## src/rx_frame_consts.svh

```systemverilog
// Register offsets, field positions, write masks, reset values and the largest size code for the frame receiver
`ifndef RX_FRAME_CONSTS_SVH
`define RX_FRAME_CONSTS_SVH
`define ADDR_RECEIVE_CONTROL_ONE 4'h0
`define ADDR_RECEIVE_CONTROL_TWO 4'h1
`define ADDR_RX_DATA 4'h2
`define ADDR_RX_STATUS 4'h3
`define PHASE_SEL_BIT 15
`define WORDS_MSB 14
`define WORDS_LSB 8
`define SIZE_MSB 7
`define SIZE_LSB 5
`define CONTROL_ONE_MASK 16'h7FE0
`define CONTROL_TWO_MASK 16'hFFE0
`define RESET_CONTROL 16'h0000
`define SIZE_CODE_MAX 3'h5
`endif

```

## src/rx_frame_pkg.sv

```systemverilog
// Types shared by the frame receiver
`default_nettype none
package rx_frame_pkg;
   typedef enum logic [1:0] {ST_IDLE, ST_PHASE_ONE, ST_PHASE_TWO} rx_state_t;
endpackage
`default_nettype wire

```

## src/rx_pin_sync.sv

```systemverilog
// Two-flop synchroniser with edge detect for the serial pins
`default_nettype none
module rx_pin_sync (
   input wire logic clk_i,
   input wire logic srst_i,
   input wire logic [2:0] pins_i,
   output logic [2:0] level_o,
   output logic [2:0] rise_o
);
   logic [2:0] meta_r;
   logic [2:0] sync_r;
   logic [2:0] last_r;
   always_ff @(posedge clk_i) begin
      if (srst_i) begin
         meta_r <= 3'h0;
         sync_r <= 3'h0;
         last_r <= 3'h0;
      end else begin
         meta_r <= pins_i;
         sync_r <= meta_r;
         last_r <= sync_r;
      end
   end
   assign level_o = sync_r;
   assign rise_o = sync_r & ~last_r;
endmodule
`default_nettype wire

```

## src/rx_frame_phase_config.sv

```systemverilog
// Frame receiver with one- or two-phase frame configuration
//
// The strobed register port and the address map were left to the implementer.
`default_nettype none
`include "rx_frame_consts.svh"
module rx_frame_phase_config (
   input wire logic clk_i,
   input wire logic srst_i,
   input wire logic [3:0] addr_i,
   input wire logic [15:0] wdata_i,
   input wire logic wr_i,
   input wire logic rd_i,
   output logic [15:0] rdata_o,
   input wire logic sclk_i,
   input wire logic fsync_i,
   input wire logic sdata_i,
   output logic word_valid_o,
   output logic [31:0] word_o,
   output logic word_phase_o,
   output logic frame_done_o
);
   logic [15:0] ctl_one_r;
   logic [15:0] ctl_two_r;
   logic [15:0] rdata_r;
   logic [2:0] lvl;
   logic [2:0] rise;
   rx_frame_pkg::rx_state_t state_r;
   rx_frame_pkg::rx_state_t state_nxt;
   logic [5:0] bit_cnt_r;
   logic [5:0] bit_cnt_nxt;
   logic [6:0] word_cnt_r;
   logic [6:0] word_cnt_nxt;
   logic [31:0] shift_r;
   logic [31:0] word_r;
   logic word_valid_r;
   logic word_phase_r;
   logic frame_done_r;
   logic [7:0] frame_len_r;
   logic [7:0] last_len_r;
   logic err_size_r;

   rx_pin_sync u_sync (
      .clk_i(clk_i),
      .srst_i(srst_i),
      .pins_i({sdata_i, fsync_i, sclk_i}),
      .level_o(lvl),
      .rise_o(rise)
   );

   // Reserved size codes fall back to 8 bits so a bad setting cannot hang a frame
   function automatic logic [5:0] size_bits(input logic [2:0] code);
      case (code)
         3'h0: size_bits = 6'h08;
         3'h1: size_bits = 6'h0C;
         3'h2: size_bits = 6'h10;
         3'h3: size_bits = 6'h14;
         3'h4: size_bits = 6'h18;
         3'h5: size_bits = 6'h20;
         default: size_bits = 6'h08;
      endcase
   endfunction

   wire dual_sel = ctl_two_r[`PHASE_SEL_BIT];
   wire [6:0] words_one = ctl_one_r[`WORDS_MSB:`WORDS_LSB];
   wire [6:0] words_two = ctl_two_r[`WORDS_MSB:`WORDS_LSB];
   wire [2:0] size_one = ctl_one_r[`SIZE_MSB:`SIZE_LSB];
   wire [2:0] size_two = ctl_two_r[`SIZE_MSB:`SIZE_LSB];
   wire in_two = (state_r == rx_frame_pkg::ST_PHASE_TWO);
   // Phase-two fields only steer the receiver in phase two
   wire [5:0] cur_bits = in_two ? size_bits(size_two) : size_bits(size_one);
   wire [6:0] cur_words = in_two ? words_two : words_one;
   // Frame length in words per sync period
   wire [7:0] frame_len = dual_sel ? ({1'b0, words_one} + {1'b0, words_two} + 8'h02)
                                   : ({1'b0, words_one} + 8'h01);
   wire sclk_rise = rise[0];
   wire fs_rise = rise[1];
   wire sbit = lvl[2];
   wire active = (state_r != rx_frame_pkg::ST_IDLE);
   // A sync edge in the same cycle wins, so that bit never completes a word
   wire last_bit = active && sclk_rise && !fs_rise && (bit_cnt_r == cur_bits - 6'h01);
   wire last_word = last_bit && (word_cnt_r == cur_words);
   wire [31:0] shifted = {shift_r[30:0], sbit};

   assign word_valid_o = word_valid_r;
   assign word_o = word_r;
   assign word_phase_o = word_phase_r;
   assign frame_done_o = frame_done_r;
   assign rdata_o = rdata_r;

   always_comb begin
      state_nxt = state_r;
      bit_cnt_nxt = bit_cnt_r;
      word_cnt_nxt = word_cnt_r;
      // A sync pulse restarts the frame; this trades resync speed for no overrun check
      if (fs_rise) begin
         state_nxt = rx_frame_pkg::ST_PHASE_ONE;
         bit_cnt_nxt = 6'h00;
         word_cnt_nxt = 7'h00;
      end else if (active && sclk_rise) begin
         bit_cnt_nxt = bit_cnt_r + 6'h01;
         if (last_bit) begin
            bit_cnt_nxt = 6'h00;
            word_cnt_nxt = word_cnt_r + 7'h01;
         end
         if (last_word) begin
            word_cnt_nxt = 7'h00;
            case (state_r)
               rx_frame_pkg::ST_PHASE_ONE: begin
                  state_nxt = dual_sel ? rx_frame_pkg::ST_PHASE_TWO
                                       : rx_frame_pkg::ST_IDLE;
               end
               default: state_nxt = rx_frame_pkg::ST_IDLE;
            endcase
         end
      end
   end

   always_ff @(posedge clk_i) begin
      if (srst_i) begin
         state_r <= rx_frame_pkg::ST_IDLE;
         bit_cnt_r <= 6'h00;
         word_cnt_r <= 7'h00;
         shift_r <= 32'h0000_0000;
      end else begin
         state_r <= state_nxt;
         bit_cnt_r <= bit_cnt_nxt;
         word_cnt_r <= word_cnt_nxt;
         if (fs_rise) begin
            shift_r <= 32'h0000_0000;
         end else if (active && sclk_rise) begin
            shift_r <= last_bit ? 32'h0000_0000 : shifted;
         end
      end
   end

   always_ff @(posedge clk_i) begin
      if (srst_i) begin
         word_valid_r <= 1'b0;
         word_r <= 32'h0000_0000;
         word_phase_r <= 1'b0;
         frame_done_r <= 1'b0;
         frame_len_r <= 8'h00;
         last_len_r <= 8'h00;
      end else begin
         word_valid_r <= last_bit;
         frame_done_r <= last_word && !(dual_sel && !in_two);
         if (last_bit) begin
            word_r <= shifted;
            word_phase_r <= in_two;
         end
         if (fs_rise) begin
            frame_len_r <= 8'h00;
         end else if (last_bit) begin
            frame_len_r <= frame_len_r + 8'h01;
         end
         if (last_word && !(dual_sel && !in_two)) begin
            last_len_r <= frame_len_r + 8'h01;
         end
      end
   end

   // Software words
   wire wr_one = wr_i && (addr_i == `ADDR_RECEIVE_CONTROL_ONE);
   wire wr_two = wr_i && (addr_i == `ADDR_RECEIVE_CONTROL_TWO);
   wire [15:0] rd_mux;
   assign rd_mux = (addr_i == `ADDR_RECEIVE_CONTROL_ONE) ? ctl_one_r :
                   (addr_i == `ADDR_RECEIVE_CONTROL_TWO) ? ctl_two_r :
                   (addr_i == `ADDR_RX_DATA) ? word_r[15:0] :
                   (addr_i == `ADDR_RX_STATUS) ?
                      {err_size_r, 3'h0, in_two, active, 2'h0, last_len_r} : 16'h0000;
   wire bad_size = (size_one > `SIZE_CODE_MAX) || (dual_sel && size_two > `SIZE_CODE_MAX);

   always_ff @(posedge clk_i) begin
      if (srst_i) begin
         ctl_one_r <= `RESET_CONTROL;
         ctl_two_r <= `RESET_CONTROL;
         rdata_r <= 16'h0000;
         err_size_r <= 1'b0;
      end else begin
         if (wr_one) begin
            ctl_one_r <= wdata_i & `CONTROL_ONE_MASK;
         end
         if (wr_two) begin
            ctl_two_r <= wdata_i & `CONTROL_TWO_MASK;
         end
         rdata_r <= rd_i ? rd_mux : 16'h0000;
         err_size_r <= bad_size;
      end
   end
endmodule
`default_nettype wire

```

## config.mk

```make
export PLATFORM = sky130hd
export DESIGN_NAME = rx_frame_phase_config
export DESIGN_NICKNAME = d
export VERILOG_FILES = /design/src/rx_frame_pkg.sv /design/src/rx_pin_sync.sv /design/src/rx_frame_phase_config.sv
export VERILOG_INCLUDE_DIRS = /design/src /design/src/src
export SDC_FILE = /design/constraint.sdc
export NUM_CORES = 1
export LEC_CHECK = 0
export ABC_AREA = 1
export BUFFER_PORTS_ARGS = -buffer_cell sky130_fd_sc_hd__buf_2
export CORE_MARGIN = 5
export CORE_UTILIZATION = 60
export DETAILED_ROUTE_END_ITERATION = 8
export PLACE_DENSITY = 0.82
export SETUP_SLACK_MARGIN = 0.15
export SLEW_MARGIN = 20
export SYNTH_ARGS = -nofsm -noshare
export SYNTH_HDL_FRONTEND = slang
export SYNTH_SLANG_ARGS = --single-unit
```

## constraint.sdc

```tcl
create_clock -name clk_i -period 5.7 [get_ports clk_i]
set_clock_uncertainty 0.05 [all_clocks]
set_input_delay 1.14 -clock clk_i [delete_from_list [all_inputs] [get_ports clk_i]]
set_output_delay 1.14 -clock clk_i [all_outputs]
set_load 0.03 [all_outputs]
```

==> results of run 1 <==
-- per-layer routing --
| metal | vias up | routed length [um] |
|---|---|---|
| met4 | 0 | 245 |
| met2 | 198 | 6580 |
| li1 | 2708 | - |
| met5 | - | 0 |
| met1 | 2491 | 6350 |
| met3 | 27 | 969 |
-- layout make-up --
type	instances	area share (%)
clock buffer	21	6.55
sequential	143	41.7
multi-input combinational	549	37.6
tap	133	2.43
inverter	73	4.00
clock inverter	10	2.01
timing repair buffer	76	5.69
-- logic make-up after synthesis --
logic type / synth area share, %
simple gates: 26.0
buf+inv: 7.84
fa+ha+maj: 1.48
xor+xnor: 1.93
flops: 48.5
compound gates: 14.3
-- stage by stage --
stage | hold WS (ps) | cell area, um2 | std cells | power [W]
floorplan | 338 | 5900 | 806 | 0.00108
CTS | 359 | 6860 | 1005 | 0.00218
finish | 356 | 6860 | 1005 | 0.00218
global placement | 341 | 6270 | 974 | 0.00110
detailed placement | 349 | 6270 | 974 | 0.00110
global route | 372 | 6860 | 1005 | 0.00225
-- cells in the final DEF (no fill, tap or decap) --
cell type | netlist | layout
inv_2 | 4 | 5
clkinv_2 | 0 | 3
bufinv_16 | 0 | 3
dfxtp_1 | 143 | 143
nor2_1 | 130 | 130
o21bai_1 | 1 | 1
nor2_4 | 1 | 1
nand3_2 | 1 | 1
o21a_1 | 1 | 1
buf_2 | 10 | 72
inv_1 | 67 | 66
o21ai_0 | 76 | 76
clkbuf_8 | 0 | 3
nand2_1 | 156 | 156
clkinv_4 | 0 | 2
clkbuf_1 | 25 | 2
nand3b_1 | 3 | 3
buf_4 | 2 | 4
o22ai_1 | 5 | 5
o211ai_1 | 3 | 3
a211oi_1 | 1 | 1
a21oi_1 | 65 | 65
nor4_1 | 1 | 1
nand4_4 | 1 | 1
a221oi_1 | 5 | 5
or2_2 | 1 | 1
nor3_1 | 8 | 8
clkinv_1 | 2 | 2
ha_1 | 7 | 7
a31oi_1 | 1 | 1
nand2_2 | 3 | 3
o21ai_1 | 2 | 2
xnor2_1 | 3 | 3
nand4_1 | 1 | 1
nand3_1 | 61 | 61
clkinvlp_4 | 0 | 2
xor2_1 | 10 | 10
clkbuf_16 | 0 | 16
nor2_2 | 2 | 2
-- sequential cells by signal (all words and copies together), names as in the netlist --
register and count:
bit_cnt_r 6, ctl_one_r 10, ctl_two_r 11, err_size_r 1, frame_done_o 1, frame_len_r 8
last_len_r 8, rdata_o 16, shift_r 31, state_r 2, u_sync.last_r 2, u_sync.level_o 3
u_sync.meta_r 3, word_cnt_r 7, word_o 32, word_phase_o 1, word_valid_o 1
-- critical path, stage by stage (launching register included) --
cell and delay, ps:
dfxtp_1 380, inv_1 140, ha_1 330, inv_1 70, o211ai_1 250, nand2_1 130
inv_1 80, ha_1 230, nand2_1 70, nand3_1 70, nor3_1 160, nand3_1 130
nor2_2 200, nand2_2 90, inv_2 670, nand2_1 210, nand2_1 170, nor2_1 60
-- where the power goes --
group / internal, W / total, W / switching [W]
registers: 0.00101 / 0.00101 / 0.00000374
clock network: 0.000686 / 0.00110 / 0.000410
logic: 0.0000203 / 0.0000698 / 0.0000494
-- how the worst max path moves through the flow --
stage | from | endpoint | slack, ps | depth (start not counted)
finish | ctl_one_r[6] | word_cnt_r[3] | 2100 | 17
global route | ctl_one_r[6] | word_cnt_r[3] | 1700 | 17
CTS | ctl_one_r[6] | word_cnt_r[3] | 2100 | 17
detailed placement | ctl_one_r[6] | word_cnt_r[3] | 2190 | 17
global placement | ctl_one_r[6] | word_cnt_r[3] | 2310 | 17
floorplan | ctl_one_r[6] | word_cnt_r[3] | 3130 | 18
==> metrics, run 1 <==
cts bufs inserted 17; core area between 0.009 and 0.01 mm2; Worst EP arrival 3970 ps; Synth Cell Area ~0.0059 mm2; Die ar. 0.0119 mm2; Required @ worst endpoint around 6000 ps; Post-Synthesis Cells between 800 and 900; aggregate global routing overflow 0; Fin. Hold Viols 0; M1 GR Usage roughly a third; Rows 36; GR Util met2 between 40% and 50%; Fmax 278 MHz; Clock Tree Buf Depth 2; hold path cells 2; count of boundary I/O pins 78; dominant synthesized flop cell dfxtp_1; Final Max Slew Viols 0; flop-to-flop setup slack roughly 2100 ps; max_cap viols 0; vias in the first global route 5130; CTS root buf clkbuf_8; Total Wirelength 14100 um; flops & latches, synth roughly 140; htree depth 4; synth top area cells dfxtp_1, nand2_1, nor2_1, o21ai_0, a21oi_1; via count about 5.4k; CP Class flop to flop; GPL Wtd Cong approximately 0.85; setup_tns 0 ps; HPWL after DPL 9020 um; Distinct cells, synth 35; area grow syn2layout 16.2%; largest net degree at the start of global routing 81; Synth top cells by count nand2_1, dfxtp_1, nor2_1; worst min path class flop to flop; ant diodes 0; syn_area_per_cell roughly 7.3 um2; Async SR Flop Fraction 0%; Die W roughly 110 um; Final #Nets a little under 900; CP Launch Type flop; actual slew at the worst max-slew pin approximately 1000 ps; worst reg2reg path startpoint ctl_one_r[6]; antenna violations before repair 0; slew margin rel. between 30% and 40%; first-pass GRT wire length between 20000 and 25000 um; busiest grt layer met2; die span in y ~110 um; Initial DRC Count between 400 and 500; VDD IR-drop max 0.207 mV; Leak between 2 and 3 nW; Worst-Skew Late Latency between 500 and 600 ps; area taken by flip-flops and latches approximately 0.0029 mm2; worst-path fanout max 54; Multi-input gate area 0.00258 mm2; Post-CTS Hold Buffers 0; Tcrit/Tclk final between 60 and 70%; Via-to-Cell Ratio about 5.4; Yosys top cell by area dfxtp_1; Port Buf Inserts 72; layout cells sized above 1 between 10% and 20%; TritonCTS clock tree done; DRC viols 0; final worst slack between 2000 and 2500 ps; reg-to-reg endpoint word_cnt_r[3]; Hold EP u_sync.level_o[2]; most frequent cell after synthesis nand2_1; run status complete, no violations; Seq/Total Area, Yosys between 40% and 50%; wire per inst about 14 um; Synth Net Count between 800 and 900; Setup-failing EPs final 0; Tmin final roughly 3600 ps; post-cts sizing count 0; starting density of the core between 60% and 70%; grt met3 use 5.57%; DRT antenna net count 0; Synthesis Warnings 0; postcts setup bufs 0; crit path capture type flop; RSZ-0062 raised after global routing no; path depth of the worst reg2reg path 17; Worst-path clk slew ~60 ps; Power Density ~320 mW/mm2; final core occ 70.8%; fill cell count between 700 and 800; top-area cell type share of the netlist area roughly half; drt pass-1 iters 5; GRT Util Overall ~25%; number of synthesized flops with an enable pin 0; clock sinks 143; dpl ws ~2200 ps; Worst Hold Launch u_sync.meta_r[2]
Power figures use the tool's default switching activity.
==> inputs of run 2 (changes only) <==
--- a/config.mk
+++ b/config.mk
@@ -9,9 +9,9 @@
 export ABC_AREA = 1
 export BUFFER_PORTS_ARGS = -buffer_cell sky130_fd_sc_hd__buf_2
 export CORE_MARGIN = 5
-export CORE_UTILIZATION = 60
+export CORE_UTILIZATION = 52
 export DETAILED_ROUTE_END_ITERATION = 8
-export PLACE_DENSITY = 0.82
+export PLACE_DENSITY = 0.76
 export SETUP_SLACK_MARGIN = 0.15
 export SLEW_MARGIN = 20
 export SYNTH_ARGS = -nofsm -noshare
==> constraint.sdc (replaced) <==
create_clock -name clk_i -period 3.1 [get_ports clk_i]
set_clock_uncertainty 0.05 [all_clocks]
set_input_delay 0.62 -clock clk_i [delete_from_list [all_inputs] [get_ports clk_i]]
set_output_delay 0.62 -clock clk_i [all_outputs]
set_load 0.03 [all_outputs]
==> run 2 against run 1 <==
Compared with the run above: power up 85%; via count down 1.6%; final area is 3.1% higher; critical path depth shrank 1; combinational power increased by 89%; final cell count is 2.4% higher; count of clock-buffer cells in the layout decreased by 1; clock power rose by 85%; largest cell class unchanged; worst setup slack worse by 1900 ps; die area is 14% higher.
==> metrics, run 2 (synthesis gave the netlist of run 1 again) <==
HPWL after DPL ~9000 um; run status complete, no violations; reg-to-reg endpoint word_o[22]; first-pass GRT wire length roughly 22000 um; die span in y 117 um; max_cap viols 0; DRC viols 0; DRT antenna net count 0; starting density of the core a little over half; largest net degree at the start of global routing just over 80; Final Max Slew Viols 0; fill cell count 1020; ant diodes 0; GPL Wtd Cong between 0.8 and 0.9; Total Wirelength roughly 14000 um; actual slew at the worst max-slew pin approximately 980 ps; area grow syn2layout 19.8%; Power Density between 500 and 600 mW/mm2; CP Cell Sequence inv_1 > ha_1 > inv_1 > o211ai_1 > nand2_1 > inv_1 > ha_1 > nand2_1 > nand3_1 > nor3_1 > nand3_1 > nor2_4 > nand2_4 > clkbuf_16 > o21ai_0 > nor2_1; hold path cells 3; Worst Hold Launch sclk_i; via count 5338; worst min path class input port to flop; cts bufs inserted 17; GRT Util Overall 20.7%; worst-path fanout max 40; count of boundary I/O pins 78; core area around 0.011 mm2; Leak slightly below 3 nW; slew margin rel. between 30% and 40%; Clock Tree Buf Depth 2; Die W 117 um; RSZ-0062 raised after global routing yes; worst reg2reg path startpoint ctl_one_r[6]; Rows 39; Die ar. between 0.01 and 0.015 mm2; cell type group with the largest total delay on the critical path simple AND/OR/NAND/NOR gates; wire per inst ~14 um; Final #Nets between 900 and 1k; Largest register FFs 32; layout cells sized above 1 ~15%; crit path capture type flop; path depth of the worst reg2reg path 16; drt pass-1 iters 5; CP Launch Type flop; Tcrit/Tclk final between 90% and 100%; TritonCTS clock tree done; Post-DP Area roughly 0.0064 mm2; worst path buffer plus inverter count 4; design area between 0.007 and 0.008 mm2; setup_tns 0 ps; CP peak stage delay between 300 and 400 ps; Initial DRC Count 546; aggregate global routing overflow 0; Required @ worst endpoint between 3000 and 4000 ps; Via-to-Cell Ratio slightly above 5; clock sinks about 140; Port Buf Inserts 72; antenna violations before repair 0; Fmax ~350 MHz; htree depth 4; Worst EP arrival about 3200 ps; Fin. Hold Viols 0; commonest cells after routing, fill and taps aside nand2_1, dfxtp_1, nor2_1; VDD IR-drop max 0.407 mV; Setup-failing EPs final 0; Hold EP u_sync.meta_r[0]; Post-CTS Hold Buffers 0; Worst-Skew Late Latency 420 ps; CTS root buf clkbuf_16; Tmin final just under 3000 ps; flop-to-flop setup slack ~200 ps; slowest stage cell, crit path dfxtp_2; CP Class flop to flop; cell mode on critical path inv_1; most common cell after layout, fill and taps aside nand2_1; Worst-path clk slew ~60 ps; vias in the first global route approximately 4.7k
==> run 2: cell count changes in the layout (fill, tap and decap cells not counted), moves of 2 or more <==
cell and delta:
o21ai_1 +11, inv_2 -2, o21ai_0 -11, buf_4 +9, buf_12 +3, clkinvlp_4 +3
clkbuf_16 +2, clkbuf_1 -2
==> run 2: area by class of cell <==
type | instances | area [um2] | share of cell area [%]
clock buffer | 20 | 467 | 6.60
multi-input combinational | 549 | 2600 | 36.7
sequential | 143 | 2860 | 40.5
tap | 143 | 179 | 2.53
timing repair buffer | 89 | 543 | 7.68
inverter | 73 | 287 | 4.05
clock inverter | 12 | 134 | 1.89
==> run 2: worst register-to-register path: cells and delay by family, from the launching register on <==
| family | cells | cell delay (ps) |
|---|---|---|
| compound gates | 2 | 470 |
| fa+ha+maj | 2 | 520 |
| buf+inv | 4 | 440 |
| flops | 1 | 350 |
| simple gates | 8 | 950 |
==> run 2: metal layers <==
| metal | share of wire (%) | up-vias | global-route usage (%) |
|---|---|---|---|
| met4 | 1.8 | 0 | 8.72 |
| met3 | 5.4 | 24 | 5.08 |
| met5 | 0 | - | 0 |
| li1 | - | 2742 | - |
| met1 | 48 | 2450 | 27.9 |
| met2 | 45 | 122 | 31.8 |
==> run 2: through the flow <==
stage               cells  hold WS [ps]  worst slack [ps]  util, %  power [W]
CTS                  1025           339               199     62.1    0.00404
global placement      993           340               189     56.7    0.00202
detailed placement    993           347               132     56.7    0.00203
finish               1029           348               202     62.7    0.00402
global route         1029           351              61.2     62.7    0.00416
floorplan             806           338               525        -    0.00198
==> run 2: report_power, final <==
group | leakage (nW) | switching [W] | internal [W] | total [W]
Combinational | 1.53 | 0.0000910 | 0.0000414 | 0.000132
Clock | 0.281 | 0.000782 | 0.00125 | 0.00203
Sequential | 1.15 | 0.00000654 | 0.00185 | 0.00186
Total | 2.97 | 0.000880 | 0.00314 | 0.00402
==> run 2: worst max path at each step <==
stage / from / cells past startpoint / endpoint
2_1_floorplan: ctl_one_r[6] / 18 / word_cnt_r[3]
3_3_place_gp: ctl_one_r[6] / 18 / bit_cnt_r[0]
3_5_place_dp: ctl_one_r[6] / 18 / bit_cnt_r[0]
4_1_cts: ctl_one_r[6] / 16 / shift_r[9]
5_1_grt: ctl_one_r[6] / 18 / bit_cnt_r[3]
6_report: ctl_one_r[6] / 16 / word_o[22]
==> run 2: repair_timing <==
| item | 4_1_cts | 5_1_grt |
|---|---|---|
| resized for setup | 1 | 18 |
| buffers inserted | 0 | 3 |
| setup endpoints to repair | 9 | 94 |
| gates cloned | 0 | 1 |
| pin swaps | 0 | 4 |
